===== src/core/rsfs_pkg.sv =====
// package: register map, field layout and reset values of the ramp spread-spectrum and fault status bank
package rsfs_pkg;

  // ----------------------------------------------------------------
  // register offsets
  // ----------------------------------------------------------------
  localparam logic [7:0] RSFS_OFS_DITHER_TRI = 8'h6c;
  localparam logic [7:0] RSFS_OFS_FREQ_DIV = 8'h6d;
  localparam logic [7:0] RSFS_OFS_STEP = 8'h6e;
  localparam logic [7:0] RSFS_OFS_AMP_BOUND = 8'h6f;
  localparam logic [7:0] RSFS_OFS_CHANNEL_FAULT_STATUS = 8'h70;
  localparam logic [7:0] RSFS_OFS_GLOBAL_FAULT_STATUS_ONE = 8'h71;

  // ----------------------------------------------------------------
  // reset values
  // ----------------------------------------------------------------
  localparam logic [7:0] RSFS_RST_DITHER_TRI = 8'h00;
  localparam logic [7:0] RSFS_RST_FREQ_DIV = 8'ha0;
  localparam logic [7:0] RSFS_RST_STEP = 8'h11;
  localparam logic [7:0] RSFS_RST_AMP_BOUND = 8'h24;
  localparam logic [3:0] RSFS_RST_CHANNEL_FAULT_STATUS = 4'h0;

  // ----------------------------------------------------------------
  // field positions
  // ----------------------------------------------------------------
  localparam int RSFS_TRI_LSB = 0;
  localparam int RSFS_DITHER_LSB = 4;
  localparam int RSFS_RISE_LSB = 0;
  localparam int RSFS_FALL_LSB = 4;
  localparam int RSFS_BOUND_LSB = 0;
  localparam int RSFS_AMP_LSB = 5;
  localparam int RSFS_RIGHT_OC_BIT = 0;
  localparam int RSFS_LEFT_OC_BIT = 1;
  localparam int RSFS_RIGHT_DC_BIT = 2;
  localparam int RSFS_LEFT_DC_BIT = 3;
  localparam int RSFS_EEPROM_ERR_BIT = 5;
  localparam int RSFS_COEF_ERR_BIT = 6;
  localparam int RSFS_OTP_CRC_BIT = 7;

  // manual-mode ramp frequency is this base rate divided by the divisor
  localparam int unsigned RSFS_RAMP_BASE_HZ = 61440000;

endpackage


===== src/core/rsfs_regs.sv =====
// module: spread-spectrum ramp configuration registers, a sticky channel fault status register and a global fault status register
module rsfs_regs
  import rsfs_pkg::*;
(
  input wire logic clk_i, // 40 MHz device clock
  input wire logic rstn_i, // asynchronous reset, active low
  input wire logic [7:0] reg_addr_i, // register offset
  input wire logic reg_wr_i, // one-cycle write strobe
  input wire logic [7:0] reg_wdata_i, // write data
  input wire logic reg_rd_i, // one-cycle read strobe
  output logic [7:0] reg_rdata_o, // read data, valid the cycle after reg_rd_i
  input wire logic manual_mode_i, // manual-mode select of the ramp controller
  input wire logic fault_clear_i, // one-cycle pulse: one written to the fault-clear bit
  input wire logic left_dc_fault_i, // left channel DC fault event
  input wire logic right_dc_fault_i, // right channel DC fault event
  input wire logic left_overcurrent_fault_i, // left channel over-current event
  input wire logic right_overcurrent_fault_i, // right channel over-current event
  input wire logic otp_crc_fail_i, // integrity check of the otp memory failed (pulse)
  input wire logic coef_write_done_i, // a coefficient write finished (pulse)
  input wire logic coef_write_ok_i, // outcome of that write, qualified by done
  input wire logic eeprom_load_done_i, // boot load from nonvolatile memory finished (pulse)
  input wire logic eeprom_load_fail_i, // outcome of that load, qualified by done
  output logic [3:0] triangle_ctrl_o, // triangle frequency and range
  output logic [2:0] random_dither_amount_o, // dither amount
  output logic [7:0] manual_freq_divisor_o, // manual divisor, zero outside manual mode
  output logic [3:0] triangle_fall_step_o, // manual fall step, zero outside manual mode
  output logic [3:0] triangle_rise_step_o, // manual rise step, zero outside manual mode
  output logic [1:0] ramp_amplitude_sel_o, // manual amplitude, zero outside manual mode
  output logic [4:0] triangle_period_bound_o, // manual boundary, zero outside manual mode
  output logic output_hiz_o, // output stage forced to high impedance
  output logic fault_pin_o // fault pin, high while any channel fault is latched
);

  // ----------------------------------------------------------------
  // state
  // ----------------------------------------------------------------
  typedef struct packed {
    logic [7:0] dither_tri;
    logic [7:0] freq_div;
    logic [7:0] step;
    logic [7:0] amp_bound;
    logic [3:0] channel_fault_status;
    logic otp_crc_err;
    logic coef_write_error;
    logic eeprom_err;
    logic [7:0] rdata;
    logic [7:0] man_div;
    logic [3:0] man_fall;
    logic [3:0] man_rise;
    logic [1:0] man_amp;
    logic [4:0] man_bound;
    logic hiz;
  } rsfs_state_t;

  localparam rsfs_state_t RSFS_STATE_RST = '{
    dither_tri: RSFS_RST_DITHER_TRI,
    freq_div: RSFS_RST_FREQ_DIV,
    step: RSFS_RST_STEP,
    amp_bound: RSFS_RST_AMP_BOUND,
    channel_fault_status: RSFS_RST_CHANNEL_FAULT_STATUS,
    default: '0
  };

  rsfs_state_t s_q;
  rsfs_state_t s_d;
  logic [3:0] fault_ev;

  // shared by the write path and the readback mux
  function automatic logic hit(input logic [7:0] addr, input logic [7:0] ofs);
    return addr == ofs;
  endfunction

  assign fault_ev[RSFS_LEFT_DC_BIT] = left_dc_fault_i;
  assign fault_ev[RSFS_RIGHT_DC_BIT] = right_dc_fault_i;
  assign fault_ev[RSFS_LEFT_OC_BIT] = left_overcurrent_fault_i;
  assign fault_ev[RSFS_RIGHT_OC_BIT] = right_overcurrent_fault_i;

  // ----------------------------------------------------------------
  // next state
  // ----------------------------------------------------------------
  always_comb begin
    s_d = s_q;
    // status registers are read-only: no write case for them
    if (reg_wr_i) begin
      if (hit(reg_addr_i, RSFS_OFS_DITHER_TRI)) s_d.dither_tri = reg_wdata_i;
      if (hit(reg_addr_i, RSFS_OFS_FREQ_DIV)) s_d.freq_div = reg_wdata_i;
      if (hit(reg_addr_i, RSFS_OFS_STEP)) s_d.step = reg_wdata_i;
      if (hit(reg_addr_i, RSFS_OFS_AMP_BOUND)) s_d.amp_bound = reg_wdata_i;
    end
    // a fault in the same cycle as the clear survives it
    if (fault_clear_i) s_d.channel_fault_status = '0;
    s_d.channel_fault_status = s_d.channel_fault_status | fault_ev;
    if (otp_crc_fail_i) s_d.otp_crc_err = 1'b1;
    if (coef_write_done_i) s_d.coef_write_error = !coef_write_ok_i;
    if (eeprom_load_done_i) s_d.eeprom_err = eeprom_load_fail_i;
    s_d.hiz = |s_d.channel_fault_status;
    // manual fields are parked at zero so the ramp ignores them in automatic mode
    s_d.man_div = manual_mode_i ? s_d.freq_div : 8'h00;
    s_d.man_fall = manual_mode_i ? s_d.step[RSFS_FALL_LSB +: 4] : 4'h0;
    s_d.man_rise = manual_mode_i ? s_d.step[RSFS_RISE_LSB +: 4] : 4'h0;
    s_d.man_amp = manual_mode_i ? s_d.amp_bound[RSFS_AMP_LSB +: 2] : 2'h0;
    s_d.man_bound = manual_mode_i ? s_d.amp_bound[RSFS_BOUND_LSB +: 5] : 5'h00;
    // reads only load the data register; no status bit reacts to them
    if (reg_rd_i) begin
      s_d.rdata = 8'h00;
      if (hit(reg_addr_i, RSFS_OFS_DITHER_TRI)) s_d.rdata = s_q.dither_tri;
      if (hit(reg_addr_i, RSFS_OFS_FREQ_DIV)) s_d.rdata = s_q.freq_div;
      if (hit(reg_addr_i, RSFS_OFS_STEP)) s_d.rdata = s_q.step;
      if (hit(reg_addr_i, RSFS_OFS_AMP_BOUND)) s_d.rdata = s_q.amp_bound;
      if (hit(reg_addr_i, RSFS_OFS_CHANNEL_FAULT_STATUS)) s_d.rdata = {4'h0, s_q.channel_fault_status};
      if (hit(reg_addr_i, RSFS_OFS_GLOBAL_FAULT_STATUS_ONE)) begin
        s_d.rdata = 8'h00;
        s_d.rdata[RSFS_OTP_CRC_BIT] = s_q.otp_crc_err;
        s_d.rdata[RSFS_COEF_ERR_BIT] = s_q.coef_write_error;
        s_d.rdata[RSFS_EEPROM_ERR_BIT] = s_q.eeprom_err;
      end
    end
  end

  // ----------------------------------------------------------------
  // state register
  // ----------------------------------------------------------------
  always_ff @(posedge clk_i or negedge rstn_i) begin
    if (!rstn_i) begin
      s_q <= RSFS_STATE_RST;
    end else begin
      s_q <= s_d;
    end
  end

  assign reg_rdata_o = s_q.rdata;
  assign triangle_ctrl_o = s_q.dither_tri[RSFS_TRI_LSB +: 4];
  assign random_dither_amount_o = s_q.dither_tri[RSFS_DITHER_LSB +: 3];
  assign manual_freq_divisor_o = s_q.man_div;
  assign triangle_fall_step_o = s_q.man_fall;
  assign triangle_rise_step_o = s_q.man_rise;
  assign ramp_amplitude_sel_o = s_q.man_amp;
  assign triangle_period_bound_o = s_q.man_bound;
  assign output_hiz_o = s_q.hiz;
  assign fault_pin_o = s_q.hiz;
endmodule


===== config.mk =====
export PLATFORM = sky130hd
export DESIGN_NAME = rsfs_regs
export DESIGN_NICKNAME = d
export VERILOG_FILES = /design/src/core/rsfs_pkg.sv /design/src/core/rsfs_regs.sv
export SDC_FILE = /design/constraint.sdc
export NUM_CORES = 1
export LEC_CHECK = 0
export ABC_CLOCK_PERIOD_IN_PS = 1470
export BUFFER_PORTS_ARGS = -buffer_cell sky130_fd_sc_hd__buf_2
export CAP_MARGIN = 20
export CELL_PAD_IN_SITES_DETAIL_PLACEMENT = 0
export CELL_PAD_IN_SITES_GLOBAL_PLACEMENT = 1
export CORE_MARGIN = 2
export CORE_UTILIZATION = 44
export CTS_CLUSTER_SIZE = 10
export DETAILED_ROUTE_END_ITERATION = 8
export GPL_ROUTABILITY_DRIVEN = 0
export PLACE_DENSITY_LB_ADDON = 0.3
export SYNTH_ARGS = -nofsm -noshare
export SYNTH_HDL_FRONTEND = slang
export SYNTH_SLANG_ARGS = --single-unit

===== constraint.sdc =====
create_clock -name clk_i -period 1.47 [get_ports clk_i]
set_input_delay 0 -clock clk_i [delete_from_list [all_inputs] [get_ports clk_i]]
set_output_delay 0 -clock clk_i [all_outputs]
set_load 0.02 [all_outputs]

==> reports/metrics.cfg <==
[final_layout]
final_cells = 440
syn_to_final_growth_pct = 17.8
drive_gt1_share_pct = 44.7
fillers = 705
final_design_area_no_fill_sq_mm = 0.00409
insertedDiodeCount = 0
multi_input_area_sq_mm = 0.00127
area.sequential_sq_mm = 0.00178
layout.nets = 364
final_util_pct = 53.2

[clock_network]
clk_path_buf_depth = 2
clockRootBuffer = clkbuf_8
cts_made_buffers = 9
cts.clk_slew.worst_paths_ps = 80
cts_sinks = 71
hold_buffers = 23
insertion_delay_ps = 350
post_cts_buffers = 0
htree_levels = 3
cts_tree = built
cts_resized = 0

[synthesis]
synth_area_leader_cell = dfrtp_1
syn-cell-area_sq_mm = 0.00347
synth-main-ff-cell = dfrtp_1
synth.distinct_cells = 34
yosysWarnings = 0
syn_area_per_cell_sq_um = 12.9
synth_top_area_share_pct = 46.9
synthArstFlopShare_pct = 100
synth_area_leaders = dfrtp_1 47%, mux2_2 9.1%, buf_4 8.9%
synth_seq_cells = 71
synth_cells = 270
netlist_top_cells_count = 65 x dfrtp_1, 41 x buf_4, 34 x nand2_1
yosysSeqAreaShare_pct = 51.4
synthesis.nets = 301
synth_edf_count = 0
yosysMostFrequentCell = dfrtp_1

[global_route]
grt_pass1_wl_mm = 11.1
overflow = 0
antenna_found_initial = 0
grt_use_total_pct = 17.1
grt_max_degree = 72
first_global_vias = 2207

[timing]
max_slew_margin_pct = 63.6
fin_skew_ps = 8.84
drv_slew = 0
tns_ps = 0
setup_viol = 0
clock.fmax_ghz = 0.727
rsz0062_at_grt = false
finalHoldViolations = 0
layout_min_cycle_time_ps = 1380
worst_pin_slew_ps = 546
period_share_pct = 93.6

[route]
wl_per_cell_um = 15.6
vias = 2174
drtAntennaViolNets = 0
via_per_inst = 4.94
drc_errors = 0
dr.pass1.iters = 4
drt-total-wl_mm = 6.88
drt_iter0_markers = 71

[pwr]
switching_share_pct = 24.1
pwr-share-seq_pct = 52.2
ir_worst_vdd_v = 0.000380
pwr-share-clk_pct = 37.4
internal_power_uw = 3020
netSwitchingPower_uw = 956
power.density_mw_per_mm2 = 971
leakagePower_uw = 0.00220
p_comb_share_pct = 10.3

[critical_path]
worstReg2RegStart = s_q[39]$_DFF_PN0_
startpoint = s_q[39]$_DFF_PN0_
reg2reg_depth = 3
r2r-end = reg_rdata_o[0]$_DFFE_PN0P_
path_max_fanout = 3
ff2ff_setup_slack_ps = 90
cp-start-kind = register
cp-end-kind = register
critPathKind = register to register
critPathArrivalTime_ps = 1590
crit_required_ps = 1690

[job]
drv_cap = 0

[floorplan]
die_y_um = 92.8
core_sq_mm = 0.00769
io_pins = 71
die_area_sq_mm = 0.00861
num_rows = 32
start_util_pct = 45.1
dieWidth_um = 92.8

[run_status]
status = completed

[placement]
dpl_cell_area_sq_mm = 0.00367
hpwl_mm = 4.50
portBuffers = 70
dp.cells = 401

[worst_hold_path]
hold_class = input port to register
hold_depth = 3
hp-start = reg_addr_i[0]
hold_end = reg_rdata_o[7]$_DFFE_PN0P_

## worst max-delay path, stage by stage, from the launching register on
cell,delay [ps]
dfrtp_1,390
mux4_2,480
a41oi_1,270
o31ai_1,100
## layout make-up
type                    instances  share of cell area [%]
repair buffers                105                    17.0
well taps                     102                    3.12
multi-input cells             140                    31.0
inverters                       6                   0.551
flip-flops and latches         71                    43.6
clock inverters                 3                   0.367
clock buffers                  13                    4.37
## layer usage
metal | GRT usage (%) | routed length (um) | vias to the layer above
met3 | 2.93 | 267 | 11
met5 | 0 | 0 | -
met1 | 21.7 | 3070 | 1089
met4 | 8.82 | 161 | 0
met2 | 28.2 | 3380 | 46
li1 | - | - | 1028
## worst max-delay path by stage
stage,end,slack [ps],cells after the start
3_5_place_dp,reg_rdata_o[0]$_DFFE_PN0P_,8,4
2_1_floorplan,reg_rdata_o[0]$_DFFE_PN0P_,240,3
6_report,reg_rdata_o[0]$_DFFE_PN0P_,90,3
4_1_cts,reg_rdata_o[0]$_DFFE_PN0P_,90,3
5_1_grt,reg_rdata_o[3]$_DFFE_PN0P_,20,3
3_3_place_gp,s_q[45]$_DFF_PN0_,40,5
## state kept, by name (all words and copies together), names as in the netlist
| register | flops |
|---|---|
| triangle_fall_step_o | 4 |
| manual_freq_divisor_o | 8 |
| ramp_amplitude_sel_o | 2 |
| reg_rdata_o | 8 |
| triangle_ctrl_o | 4 |
| triangle_period_bound_o | 5 |
| random_dither_amount_o | 3 |
| triangle_rise_step_o | 4 |
| s_q | 32 |
| fault_pin_o | 1 |
## power by group through the flow
stage          logic (uW)  registers (uW)  clock network, uW
2_1_floorplan         242            2100                  0
3_3_place_gp          360            2110                  0
3_5_place_dp          363            2110                  0
4_1_cts               416            2070               1530
5_1_grt               453            2080               1610
6_report              411            2070               1490
## kinds of logic after synthesis
group                  Yosys count  share of synthesized area (%)
AO/OA/AOI/OAI                   17                           3.68
flip-flops                      71                           51.4
buffers and inverters           59                           12.1
AND/OR/NAND/NOR                 59                           9.73
multiplexers                    64                           23.1
## metrics by stage
stage	total power (uW)	setup slack, ps	hold slack (ps)
2_1_floorplan	2340	242	-296
3_3_place_gp	2470	38.5	55.2
3_5_place_dp	2470	8.07	54.5
4_1_cts	4020	88.7	5.14
5_1_grt	4150	18.3	35.0
6_report	3970	94.0	16.5
## cells in the final DEF (no fill, tap or decap), types with 5 or more instances in the layout
cell	n
buf_2	70
dfrtp_1	65
nand2_1	34
mux2_2	28
mux2i_1	23
dlygate4sd3_1	23
clkbuf_8	13
buf_4	10
mux4_2	8
inv_1	6
dfstp_2	6
nor2b_1	5
mux2_4	5
Note: power is estimated with default switching activity, not from simulation.
